### src/design/rot_pkg.sv
// constants, field positions and types for the output pin and trim block
// assumes a 100 MHz core clock and a 32.768 kHz oscillator tick enable
package rot_pkg;

    // register byte addresses
    localparam logic [7:0] ADDR_CONTROL = 8'h07;
    localparam logic [7:0] ADDR_OSC_TRIM = 8'h08;
    localparam logic [7:0] ADDR_ALARM0_WEEKDAY_VALUE = 8'h0d;
    localparam logic [7:0] ADDR_ALARM1_WEEKDAY_VALUE = 8'h14;

    // reset values
    localparam logic [7:0] RST_CONTROL = 8'h80;
    localparam logic [7:0] RST_OSC_TRIM = 8'h00;
    localparam logic [7:0] RST_ALARM_WEEKDAY_VALUE = 8'h00;

    // rtc_control fields
    localparam int CTL_PIN_LEVEL = 7;
    localparam int CTL_SQW_EN = 6;
    localparam int CTL_ALM1_EN = 5;
    localparam int CTL_ALM0_EN = 4;
    localparam int CTL_EXT_CLK = 3;
    localparam int CTL_COARSE = 2;
    localparam int CTL_RATE_HI = 1;
    localparam int CTL_RATE_LO = 0;

    // oscillator_trim fields
    localparam int TRIM_SIGN = 7;
    localparam int TRIM_MAG_HI = 6;
    localparam int TRIM_MAG_W = 7;

    // alarm weekday fields
    localparam int ALM_POL = 7;
    localparam int ALM_MASK_HI = 6;
    localparam int ALM_MASK_LO = 4;
    localparam int ALM_FLAG = 3;
    localparam int ALM_WEEKDAY_VALUE_HI = 2;

    // oscillator timing in oscillator ticks
    localparam int OSC_HZ = 32768;
    localparam int SEC_PER_MIN = 60;
    localparam int MINUTE_TICKS = OSC_HZ * SEC_PER_MIN;
    localparam int COARSE_HZ = 128;
    localparam int COARSE_TICKS = OSC_HZ / COARSE_HZ;

    // square wave prescaler taps
    localparam int PS_W = 15;
    localparam int PS_TAP_DIV4 = 1;
    localparam int PS_TAP_DIV8 = 2;
    localparam int PS_TAP_DIV32768 = 14;
    localparam int PS_TAP_COARSE = 8;

    // square wave rate select codes
    typedef enum logic [1:0] {
        RATE_1_1,
        RATE_1_4,
        RATE_1_8,
        RATE_1_32768
    } rot_rate_type;

    // trim unit states
    typedef enum logic [1:0] {
        TRIM_IDLE,
        TRIM_ADD,
        TRIM_SUB
    } rot_trim_state_type;

endpackage : rot_pkg

### src/design/rot_trim.sv
// digital trim unit: inserts or swallows oscillator ticks each period
// assumes osc_tick is a one-cycle enable, never two cycles back to back
`timescale 1ns/1ps
module rot_trim #(
    parameter int unsigned MINUTE_TICKS = rot_pkg::MINUTE_TICKS
)(
    // clock and reset
    input wire logic core_clk,
    input wire logic rst_b,
    // oscillator and trim setting
    input wire logic osc_tick,
    input wire logic coarse_trim_mode,
    input wire logic trim_sign,
    input wire logic [rot_pkg::TRIM_MAG_W-1:0] trim_magnitude,
    // trimmed tick enable
    output logic trim_tick
);

    localparam int CNT_W = $clog2(MINUTE_TICKS);

    logic [CNT_W-1:0] period_cnt;
    logic [CNT_W-1:0] period_last;
    logic boundary;
    logic [7:0] pending;
    rot_pkg::rot_trim_state_type state;

    // period end: once a minute, or at 128 Hz in coarse mode
    assign period_last = coarse_trim_mode
        ? CNT_W'(rot_pkg::COARSE_TICKS - 1)
        : CNT_W'(MINUTE_TICKS - 1);
    assign boundary = osc_tick && (period_cnt >= period_last);

    // raw oscillator tick counter; runs on backup power too
    always_ff @(posedge core_clk or negedge rst_b)
    begin
        if (!rst_b)
            period_cnt <= '0;
        else if (boundary)
            period_cnt <= '0;
        else if (osc_tick)
            period_cnt <= period_cnt + CNT_W'(1);
    end

    // adjustment sequencer: one contiguous burst per period
    always_ff @(posedge core_clk or negedge rst_b)
    begin
        if (!rst_b)
        begin
            state <= rot_pkg::TRIM_IDLE;
            pending <= 8'h00;
        end
        else
        begin
            unique case (state)
                rot_pkg::TRIM_IDLE:
                    // zero magnitude never starts a burst
                    if (boundary && trim_magnitude != '0)
                    begin
                        pending <= {trim_magnitude, 1'b0};
                        state <= trim_sign ? rot_pkg::TRIM_ADD
                                           : rot_pkg::TRIM_SUB;
                    end
                rot_pkg::TRIM_ADD:
                    // extra ticks fill cycles between real ones
                    if (!osc_tick)
                    begin
                        pending <= pending - 8'h01;
                        if (pending == 8'h01)
                            state <= rot_pkg::TRIM_IDLE;
                    end
                rot_pkg::TRIM_SUB:
                    // consecutive real ticks are swallowed
                    if (osc_tick)
                    begin
                        pending <= pending - 8'h01;
                        if (pending == 8'h01)
                            state <= rot_pkg::TRIM_IDLE;
                    end
                default:
                    state <= rot_pkg::TRIM_IDLE;
            endcase
        end
    end

    // trimmed tick output
    always_ff @(posedge core_clk or negedge rst_b)
    begin
        if (!rst_b)
            trim_tick <= 1'b0;
        else
        begin
            unique case (state)
                rot_pkg::TRIM_ADD: trim_tick <= 1'b1;
                rot_pkg::TRIM_SUB: trim_tick <= 1'b0;
                default: trim_tick <= osc_tick;
            endcase
        end
    end

endmodule : rot_trim

### src/design/rot_top.sv
// multi-function output pin and digital trim of a real-time clock
// assumes the serial slave presents byte reads and writes on core_clk,
// osc_tick is a one-cycle enable per oscillator period and alarm hits
// arrive as one-cycle pulses from the alarm comparators
`timescale 1ns/1ps
module rot_top #(
    parameter int unsigned MINUTE_TICKS = rot_pkg::MINUTE_TICKS
)(
    // clock and reset
    input wire logic core_clk,
    input wire logic rst_b,
    // register access from the serial slave
    input wire logic [7:0] reg_addr,
    input wire logic [7:0] reg_wdata,
    input wire logic reg_wr,
    input wire logic reg_rd,
    output logic [7:0] reg_rdata,
    // oscillator
    input wire logic osc_tick,
    input wire logic osc_level,
    // alarm comparators and supply state
    input wire logic alarm0_hit,
    input wire logic alarm1_hit,
    input wire logic on_backup,
    // multi-function pin, open drain
    input wire logic multi_function_pin_i,
    output logic multi_function_pin_o,
    output logic multi_function_pin_oe,
    // status to the rest of the clock
    output logic trim_tick,
    output logic external_clock_input,
    output logic alarm0_flag,
    output logic alarm1_flag
);

    // control register fields
    logic pin_level;
    logic square_wave_enable;
    logic alarm1_enable;
    logic alarm0_enable;
    logic ext_clk_bit;
    logic coarse_trim_mode;
    logic [1:0] square_wave_rate_select;

    // trim register fields
    logic trim_sign;
    logic [rot_pkg::TRIM_MAG_W-1:0] trim_magnitude;

    // alarm weekday fields
    logic alarm_polarity;
    logic [2:0] alarm0_match_mask;
    logic [2:0] alarm1_match_mask;
    logic [2:0] alarm0_weekday_value;
    logic [2:0] alarm1_weekday_value;

    // internal nets
    logic wr_en;
    logic trim_tick_int;
    logic [rot_pkg::PS_W-1:0] prescale;
    logic sqw_level;
    logic alarm_level;
    logic next_pin_level;
    logic next_pin_drive;
    logic [7:0] next_rdata;

    // register writes; the serial slave is down on backup power
    assign wr_en = reg_wr && !on_backup;

    // rtc_control register
    always_ff @(posedge core_clk or negedge rst_b)
    begin
        if (!rst_b)
        begin
            pin_level <= rot_pkg::RST_CONTROL[rot_pkg::CTL_PIN_LEVEL];
            square_wave_enable <= rot_pkg::RST_CONTROL[rot_pkg::CTL_SQW_EN];
            alarm1_enable <= rot_pkg::RST_CONTROL[rot_pkg::CTL_ALM1_EN];
            alarm0_enable <= rot_pkg::RST_CONTROL[rot_pkg::CTL_ALM0_EN];
            ext_clk_bit <= rot_pkg::RST_CONTROL[rot_pkg::CTL_EXT_CLK];
            coarse_trim_mode <= rot_pkg::RST_CONTROL[rot_pkg::CTL_COARSE];
            square_wave_rate_select <=
                rot_pkg::RST_CONTROL[rot_pkg::CTL_RATE_HI:rot_pkg::CTL_RATE_LO];
        end
        else if (wr_en && reg_addr == rot_pkg::ADDR_CONTROL)
        begin
            pin_level <= reg_wdata[rot_pkg::CTL_PIN_LEVEL];
            square_wave_enable <= reg_wdata[rot_pkg::CTL_SQW_EN];
            alarm1_enable <= reg_wdata[rot_pkg::CTL_ALM1_EN];
            alarm0_enable <= reg_wdata[rot_pkg::CTL_ALM0_EN];
            ext_clk_bit <= reg_wdata[rot_pkg::CTL_EXT_CLK];
            coarse_trim_mode <= reg_wdata[rot_pkg::CTL_COARSE];
            square_wave_rate_select <=
                reg_wdata[rot_pkg::CTL_RATE_HI:rot_pkg::CTL_RATE_LO];
        end
    end

    // oscillator_trim register
    always_ff @(posedge core_clk or negedge rst_b)
    begin
        if (!rst_b)
        begin
            trim_sign <= rot_pkg::RST_OSC_TRIM[rot_pkg::TRIM_SIGN];
            trim_magnitude <= rot_pkg::RST_OSC_TRIM[rot_pkg::TRIM_MAG_HI:0];
        end
        else if (wr_en && reg_addr == rot_pkg::ADDR_OSC_TRIM)
        begin
            trim_sign <= reg_wdata[rot_pkg::TRIM_SIGN];
            trim_magnitude <= reg_wdata[rot_pkg::TRIM_MAG_HI:0];
        end
    end

    // alarm weekday config fields; polarity lives in alarm 0 only
    always_ff @(posedge core_clk or negedge rst_b)
    begin
        if (!rst_b)
        begin
            alarm_polarity <= rot_pkg::RST_ALARM_WEEKDAY_VALUE[rot_pkg::ALM_POL];
            alarm0_match_mask <= rot_pkg::RST_ALARM_WEEKDAY_VALUE[
                rot_pkg::ALM_MASK_HI:rot_pkg::ALM_MASK_LO];
            alarm1_match_mask <= rot_pkg::RST_ALARM_WEEKDAY_VALUE[
                rot_pkg::ALM_MASK_HI:rot_pkg::ALM_MASK_LO];
            alarm0_weekday_value <=
                rot_pkg::RST_ALARM_WEEKDAY_VALUE[rot_pkg::ALM_WEEKDAY_VALUE_HI:0];
            alarm1_weekday_value <=
                rot_pkg::RST_ALARM_WEEKDAY_VALUE[rot_pkg::ALM_WEEKDAY_VALUE_HI:0];
        end
        else if (wr_en && reg_addr == rot_pkg::ADDR_ALARM0_WEEKDAY_VALUE)
        begin
            alarm_polarity <= reg_wdata[rot_pkg::ALM_POL];
            alarm0_match_mask <=
                reg_wdata[rot_pkg::ALM_MASK_HI:rot_pkg::ALM_MASK_LO];
            alarm0_weekday_value <= reg_wdata[rot_pkg::ALM_WEEKDAY_VALUE_HI:0];
        end
        else if (wr_en && reg_addr == rot_pkg::ADDR_ALARM1_WEEKDAY_VALUE)
        begin
            alarm1_match_mask <=
                reg_wdata[rot_pkg::ALM_MASK_HI:rot_pkg::ALM_MASK_LO];
            alarm1_weekday_value <= reg_wdata[rot_pkg::ALM_WEEKDAY_VALUE_HI:0];
        end
    end

    // alarm 0 flag: a hit wins over a software write in the same cycle
    always_ff @(posedge core_clk or negedge rst_b)
    begin
        if (!rst_b)
            alarm0_flag <= rot_pkg::RST_ALARM_WEEKDAY_VALUE[rot_pkg::ALM_FLAG];
        else if (alarm0_hit)
            alarm0_flag <= 1'b1;
        else if (wr_en && reg_addr == rot_pkg::ADDR_ALARM0_WEEKDAY_VALUE)
            alarm0_flag <= reg_wdata[rot_pkg::ALM_FLAG];
    end

    // alarm 1 flag: same set-wins behaviour
    always_ff @(posedge core_clk or negedge rst_b)
    begin
        if (!rst_b)
            alarm1_flag <= rot_pkg::RST_ALARM_WEEKDAY_VALUE[rot_pkg::ALM_FLAG];
        else if (alarm1_hit)
            alarm1_flag <= 1'b1;
        else if (wr_en && reg_addr == rot_pkg::ADDR_ALARM1_WEEKDAY_VALUE)
            alarm1_flag <= reg_wdata[rot_pkg::ALM_FLAG];
    end

    // digital trim unit, kept running on backup power
    rot_trim #(
        .MINUTE_TICKS(MINUTE_TICKS)
    ) u_trim (
        .core_clk(core_clk),
        .rst_b(rst_b),
        .osc_tick(osc_tick),
        .coarse_trim_mode(coarse_trim_mode),
        .trim_sign(trim_sign),
        .trim_magnitude(trim_magnitude),
        .trim_tick(trim_tick_int)
    );

    // square wave prescaler counts trimmed ticks
    always_ff @(posedge core_clk or negedge rst_b)
    begin
        if (!rst_b)
            prescale <= '0;
        else if (trim_tick_int)
            prescale <= prescale + rot_pkg::PS_W'(1);
    end

    // square wave level; 1:1 is the untrimmed oscillator
    always_comb
    begin
        sqw_level = osc_level;
        if (coarse_trim_mode)
            sqw_level = prescale[rot_pkg::PS_TAP_COARSE];
        else
        begin
            unique case (rot_pkg::rot_rate_type'(square_wave_rate_select))
                rot_pkg::RATE_1_1: sqw_level = osc_level;
                rot_pkg::RATE_1_4: sqw_level = prescale[rot_pkg::PS_TAP_DIV4];
                rot_pkg::RATE_1_8: sqw_level = prescale[rot_pkg::PS_TAP_DIV8];
                rot_pkg::RATE_1_32768:
                    sqw_level = prescale[rot_pkg::PS_TAP_DIV32768];
            endcase
        end
    end

    // alarm output level from flags, enables and polarity
    always_comb
    begin
        alarm_level = 1'b1;
        if (alarm0_enable && alarm1_enable)
            alarm_level = alarm_polarity ? (alarm0_flag || alarm1_flag)
                : !(alarm0_flag && alarm1_flag);
        else if (alarm0_enable)
            alarm_level = alarm_polarity ? alarm0_flag
                : !alarm0_flag;
        else if (alarm1_enable)
            alarm_level = alarm_polarity ? alarm1_flag
                : !alarm1_flag;
    end

    // pin source priority; backup drops square wave and general output
    always_comb
    begin
        next_pin_level = 1'b1;
        if (square_wave_enable && !on_backup)
            next_pin_level = sqw_level;
        else if (alarm0_enable || alarm1_enable)
            next_pin_level = alarm_level;
        else if (!on_backup)
            next_pin_level = pin_level;
        else
            next_pin_level = 1'b1; // released
        next_pin_drive = !next_pin_level;
    end

    // open-drain pin: pull low when the level is 0, else release
    always_ff @(posedge core_clk or negedge rst_b)
    begin
        if (!rst_b)
        begin
            multi_function_pin_o <= 1'b0;
            multi_function_pin_oe <= 1'b0;
        end
        else
        begin
            multi_function_pin_o <= 1'b0;
            multi_function_pin_oe <= next_pin_drive;
        end
    end

    // read data mux; unmapped addresses read zero
    always_comb
    begin
        next_rdata = 8'h00;
        unique case (reg_addr)
            rot_pkg::ADDR_CONTROL:
                next_rdata = {pin_level, square_wave_enable, alarm1_enable,
                    alarm0_enable, ext_clk_bit, coarse_trim_mode,
                    square_wave_rate_select};
            rot_pkg::ADDR_OSC_TRIM:
                next_rdata = {trim_sign, trim_magnitude};
            rot_pkg::ADDR_ALARM0_WEEKDAY_VALUE:
                next_rdata = {alarm_polarity, alarm0_match_mask, alarm0_flag,
                    alarm0_weekday_value};
            rot_pkg::ADDR_ALARM1_WEEKDAY_VALUE:
                next_rdata = {alarm_polarity, alarm1_match_mask, alarm1_flag,
                    alarm1_weekday_value};
            default:
                next_rdata = 8'h00;
        endcase
    end

    // registered read data, updated on each read strobe
    always_ff @(posedge core_clk or negedge rst_b)
    begin
        if (!rst_b)
            reg_rdata <= 8'h00;
        else if (reg_rd)
            reg_rdata <= next_rdata;
    end

    // registered status outputs
    always_ff @(posedge core_clk or negedge rst_b)
    begin
        if (!rst_b)
        begin
            trim_tick <= 1'b0;
            external_clock_input <= 1'b0;
        end
        else
        begin
            trim_tick <= trim_tick_int;
            external_clock_input <= ext_clk_bit;
        end
    end

endmodule : rot_top

### config.mk
export PLATFORM = sky130hd
export DESIGN_NAME = rot_top
export DESIGN_NICKNAME = d
export VERILOG_FILES = /design/src/design/rot_pkg.sv /design/src/design/rot_trim.sv /design/src/design/rot_top.sv
export SDC_FILE = /design/constraint.sdc
export NUM_CORES = 1
export LEC_CHECK = 0
export BUFFER_PORTS_ARGS = -buffer_cell sky130_fd_sc_hd__buf_2
export CORE_ASPECT_RATIO = 0.7
export CORE_MARGIN = 2
export CORE_UTILIZATION = 26
export CTS_CLUSTER_DIAMETER = 100
export DETAILED_ROUTE_END_ITERATION = 8
export GPL_TIMING_DRIVEN = 0
export PLACE_DENSITY = 0.49
export RECOVER_POWER = 50
export SLEW_MARGIN = 20
export SYNTH_ARGS = -nofsm -noshare
export SYNTH_HDL_FRONTEND = slang
export SYNTH_SLANG_ARGS = --single-unit
### constraint.sdc
create_clock -name core_clk -period 3 [get_ports core_clk]
set_input_delay 0.3 -clock core_clk [delete_from_list [all_inputs] [get_ports core_clk]]
set_output_delay 0.3 -clock core_clk [all_outputs]
set_load 0.03 [all_outputs]
Yosys cells after proc, flatten, opt, wreduce, memory -nomap -nowiden. Cells that the tools add are included.

Add/subtract/negate cells: 3. Order comparisons: 1. Eq/ne operators: 13. Mux-type cells: 30. Bitwise operators: 1. Reductions and logical operators: 27.

Operators by type and width (count): 21-bit two-way mux (3); 8-bit case mux with 4 select lines (1); 8-bit two-way mux (3); 8-bit case mux with 3 select lines (1); 21-bit by 1-bit adder with 21-bit output (second input constant) (1); 21-bit >= comparator (1); 8-bit by 4-bit equality test with 1-bit output (second input constant) (2); 15-bit by 1-bit adder with 15-bit output (second input constant) (1); 1-bit two-way mux (14); 1-bit logical AND (10); 2-bit two-way mux (5); 8-bit by 1-bit equality test with 1-bit output (second input constant) (1); 8-bit by 3-bit equality test with 1-bit output (second input constant) (1); 8-bit by 5-bit equality test with 1-bit output (second input constant) (1); 8-bit by 1-bit subtractor with 8-bit output (second input constant) (1); 7-bit nonzero test (1); 2-bit equality test (second input constant) (3); 2-bit case mux with 3 select lines (1); 2-bit nonzero test (3); 1-bit zero test (5); 2-bit by 1-bit equality test with 1-bit output (second input constant) (2); 2-bit zero test (2); 2-bit != test (second input constant) (2); 1-bit case mux with 4 select lines (1); 8 further kinds (9).

Flip-flop bits (word level): 89. Input port bits: 26. Word-level logic and storage cells: 100.

Depth between registers and ports, before layout.
Depth in word-level cells: 8. Depth in mapped cells: 9. Depth with buffers taken out: 8.

Hierarchy. A second synthesis with hierarchy kept.

Cell total of the unflattened synthesis: 461. Area, all modules: 4982.3 um^2.

Modules (own cells, without submodules): rot_top (times used 1, cells each 217, area an instance 2762.6 um^2); rot_trim (times used 1, cells each 244, area an instance 2219.6 um^2).

Least setup slack after synthesis. Ideal clock, no wire load.

Path kind: register to register. Start point: reg coarse_trim_mode. End point: reg u_trim.pending[5]. Library setup time: 67 ps. Arrival: 2161 ps. Path slack: 773 ps. Cell stages (with the launch flop): 9. Path buffers: 1. Clock period less this slack: 2227 ps. Path through: dfrtp_1 > ha_1 > and4b_1 > and3_1 > o221ai_2 > a21oi_2 > buf_4 > mux2_2 > nand2_1.

Longest elaborated chain between the ends: 6.

Ends and longest elaborated chain: start, declared (RTL line rot_top.sv:42) `logic coarse_trim_mode;`; start signal, assigned (RTL line rot_top.sv:79) `coarse_trim_mode <= rot_pkg::RST_CONTROL[rot_pkg::CTL_COARSE];`; start signal, assigned (RTL line rot_top.sv:90) `coarse_trim_mode <= reg_wdata[rot_pkg::CTL_COARSE];`; 21-bit two-way mux (RTL line rot_trim.sv:29) `? CNT_W'(rot_pkg::COARSE_TICKS - 1)`; 21-bit >= comparator (RTL line rot_trim.sv:31) `assign boundary = osc_tick && (period_cnt >= period_last);`; 1-bit logical AND (RTL line rot_trim.sv:31); 1-bit logical AND (RTL line rot_trim.sv:57) `if (boundary && trim_magnitude != '0)`; 2-bit by 1-bit != test with 1-bit output (no line); 4-bit AND reduction (no line); end signal, assigned (RTL line rot_trim.sv:59) `pending <= {trim_magnitude, 1'b0};`; end signal, assigned (RTL line rot_trim.sv:67) `pending <= pending - 8'h01;`; end signal, assigned (RTL line rot_trim.sv:75) `pending <= pending - 8'h01;`; end, declared (RTL line rot_trim.sv:24) `logic [7:0] pending;`.

Every way passes these cells. A chain may end at the register's enable or synchronous reset.

Worst setup path after layout. Same ends and word-level chain as after synthesis.

==> run_results.csv <==
group,metric,value,unit
routing,first_iter_violations,126,
place,gp_congestion,0.795,
yosys,synth-xor-area-share,5.92,%
timing,maxSlewViolCount,27,
flow_run,cap_violations,1,
clock_network,ctsResizeCount,0,
yosys,synth_compound_area_share,11.2,%
power_and_ir_drop,power.density,620,nW/um2
critical_path,cp.arrival,2.87,ns
yosys,ys_ff_latch,89,
yosys,seq_area_frac_synth,47.1,%
clock_network,cts_max_path_buffers,2,
yosys,synth_top_family_by_area,"simple AND/OR/NAND/NOR gates",
routing,dr.pass1.iters,4,
status,status,"finished, violations left",
timing,max_slew_margin,-6.05,%
yosys,synthDistinctLibCells,64,
timing,clock.fmax,379,MHz
timing,rsz0062_at_grt,"no",
clock_network,ctsHoldBuffers,1,
yosys,yosys.area_share.simple,18.9,%
power_and_ir_drop,peakVddDrop,279,uV
global_routing,grt_pass1_wl,18.2,mm
timing,finalCritPeriodShare,88.0,%
critical_path,endpoint_kind,"flip-flop",
cells_and_area,fill_cells,1829,
routing,wl_per_cell,15.1,um
clock_network,worstSkewPairLatency,0.34,ns
yosys,async_flop_share,100,%
floorplanning,die_height,117,um
floorplanning,core,17900,um2
routing,drt-total-wl,11.0,mm
global_routing,grt_pass1_vias,3466,
place,place_hpwl,8.03,mm
place,port_buffers,36,
clock_network,root_buffer,"clkbuf_16",
clock_network,cts-buffers-inserted,9,
global_routing,grt.total_usage,12.2,%
cells_and_area,final_cell_mix,"88 x dfrtp_1, 51 x nand2_1, 37 x buf_2",
yosys,synth_fa_ha_area_share,5.29,%
clock_network,post_cts_buffers,0,
timing,hold_slack,0.140,ns
clock_network,cts_tree,"built",
cells_and_area,final_common_cell,"dfrtp_1",
yosys,synth_edf_count,0,
timing,tightest_slew,1.59,ns
yosys,muxShareOfSynthArea,9.20,%
place,dpl.cell_count,710,
floorplanning,io_pins,40,
worst_hold_path,hold_class,"in -> reg",
cells_and_area,fin_area,5560,um2
timing,finalWorstPathRequiredPeriod,2.64,ns
yosys,syn_inst,437,
global_routing,grt_max_degree,64,
critical_path,critPathLaunchType,"flip-flop",
status,violations,"max-capacitance violations, max-slew violations",
cells_and_area,syn_to_final_growth,17.5,%
floorplanning,core.rowCount,41,
critical_path,crit_type,"reg -> reg",
critical_path,crit_fanout,15,
timing,hold_violations,0,
critical_path,required,3.23,ns
clock_network,path_clk_slew,0.08,ns
power_and_ir_drop,finalPower,0.00345,W
clock_network,cts_sinks,89,
cells_and_area,n_antenna_cell,0,
yosys,synthFlopType,"dfrtp_1",
floorplanning,die_w,165,um
place,placed_area,5240,um2
routing,vias,3458,
cells_and_area,fin_cells,727,
routing,drc_errors,0,
global_routing,antenna_found_initial,0,
global_routing,grt_overflow,0,
yosys,synth_area_per_cell,10.8,um2
timing,setup_tns,0,ns
power_and_ir_drop,p_leak,2.62,nW
routing,avgViaCountPerCell,4.76,
timing,clock_skew,0.00817,ns
yosys,netlist_area,4730,um2
floorplanning,design.die.area,19300,um2
routing,ant_nets,0,
cells_and_area,drive_gt1_share,23.4,%
floorplanning,start_util,26.4,%
clock_network,h-tree-depth,3,
yosys,yosys_warnings,0,
cells_and_area,nets,532,
timing,setup_violations,0,
yosys,synth.net_count,483,
critical path: stages (launching register included):
cell	delay [ns]
dfrtp_1	0.72
ha_1	0.35
a211oi_1	0.26
o211ai_1	0.17
o221ai_2	0.33
a21oi_2	0.13
buf_4	0.20
a311oi_1	0.28
nand2_1	0.09
where the power goes:
| part | internal, W | switching [W] | leakage, nW |
|---|---|---|---|
| Sequential | 0.00137 | 0.000207 | 1.16 |
| Combinational | 0.000326 | 0.000404 | 1.30 |
| Clock | 0.000598 | 0.000544 | 0.151 |
per-layer routing:
layer  GRT usage, %  routed length [um]  up-vias
met3           2.96                 518        5
met5              0                   0        -
met2           18.3                4700       63
met1           18.0                5700     1700
met4           2.30                  66        0
li1               -                   -     1690
cell usage after synthesis (2+ instances only):
| cell | count | area share (%) |
|---|---|---|
| clkbuf_1 | 3 | 0.24 |
| nor2_1 | 33 | 2.6 |
| nor3b_1 | 3 | 0.48 |
| dfrtp_1 | 88 | 47 |
| a311oi_1 | 2 | 0.37 |
| a211oi_1 | 3 | 0.48 |
| nor4_1 | 4 | 0.53 |
| nand3b_1 | 3 | 0.48 |
| nor2_2 | 2 | 0.26 |
| nand4_1 | 7 | 0.92 |
| nor4b_4 | 2 | 1.0 |
| xnor2_1 | 15 | 2.8 |
| buf_6 | 3 | 0.71 |
| mux2i_1 | 3 | 0.63 |
| mux2_2 | 34 | 8.1 |
| buf_4 | 3 | 0.48 |
| ha_1 | 20 | 5.3 |
| xor2_1 | 17 | 3.1 |
| nand2_1 | 51 | 4.0 |
| o211ai_1 | 4 | 0.63 |
| o21ai_0 | 8 | 0.85 |
| a21o_1 | 4 | 0.63 |
| a22o_1 | 9 | 1.7 |
| or3_1 | 4 | 0.53 |
| and3_1 | 9 | 1.2 |
| and2_1 | 4 | 0.53 |
| a21oi_1 | 12 | 1.3 |
| nand3_1 | 19 | 2.0 |
| a21oi_2 | 2 | 0.37 |
| buf_2 | 2 | 0.21 |
| nor2b_1 | 2 | 0.26 |
| nor3_1 | 9 | 0.95 |
| inv_1 | 8 | 0.63 |
| a22oi_1 | 15 | 2.4 |
metrics by stage:
stage | setup WS, ns | utilization, %
final | 0.359 | 31.1
after global routing | 0.127 | 31.1
after CTS | 0.327 | 31.1
after detailed placement | 0.387 | 29.3
after global placement | 0.420 | 29.1
after floorplan | 0.773 | -
sequential cells by signal, indices dropped and copies added, names as in the netlist, 2 cells and up:
| signal | flops |
|---|---|
| square_wave_rate_select | 2 |
| alarm0_weekday_value | 3 |
| u_trim.period_cnt | 21 |
| prescale | 15 |
| u_trim.state | 2 |
| reg_rdata | 8 |
| u_trim.pending | 8 |
| trim_magnitude | 7 |
| alarm1_match_mask | 3 |
| alarm0_match_mask | 3 |
| alarm1_weekday_value | 3 |
worst paths after layout:
check / from / end / slack [ns] / cells after the start
min in group asynchronous: rst_b / ext_clk_bit / 0.89 / 2
max in group asynchronous: rst_b / u_trim.period_cnt[2] / 1.10 / 3
hold / removal: alarm0_hit / alarm0_flag / 0.14 / 2
hold reg to reg: ext_clk_bit / external_clock_input / 0.41 / 0
setup reg to reg: coarse_trim_mode / u_trim.pending[5] / 0.36 / 8
setup / recovery: coarse_trim_mode / u_trim.pending[5] / 0.36 / 8
logic make-up (layout without fill, tap and decap cells):
logic type | after synthesis | count (layout)
AND/OR/NAND/NOR | 166 | 166
XOR/XNOR | 32 | 32
flip-flops | 89 | 89
AO/OA/AOI/OAI | 71 | 71
buffers and inverters | 20 | 74
multiplexers | 38 | 38
other | 1 | 1
adder cells (fa/ha/maj) | 20 | 20
final cells by class:
cell class                      instances  area, um2  area share (%)
Multi-Input combinational cell        328       2400            43.2
Sequential cell                        89       2230            40.1
Tap cell                              236        295            5.31
Clock buffer                            9        225            4.05
Timing Repair Buffer                   38        216            3.89
Clock inverter                          7       83.8            1.51
Buffer                                 11       77.6            1.39
Inverter                                9       33.8           0.607
Note: power is estimated with default switching activity, not from simulation.
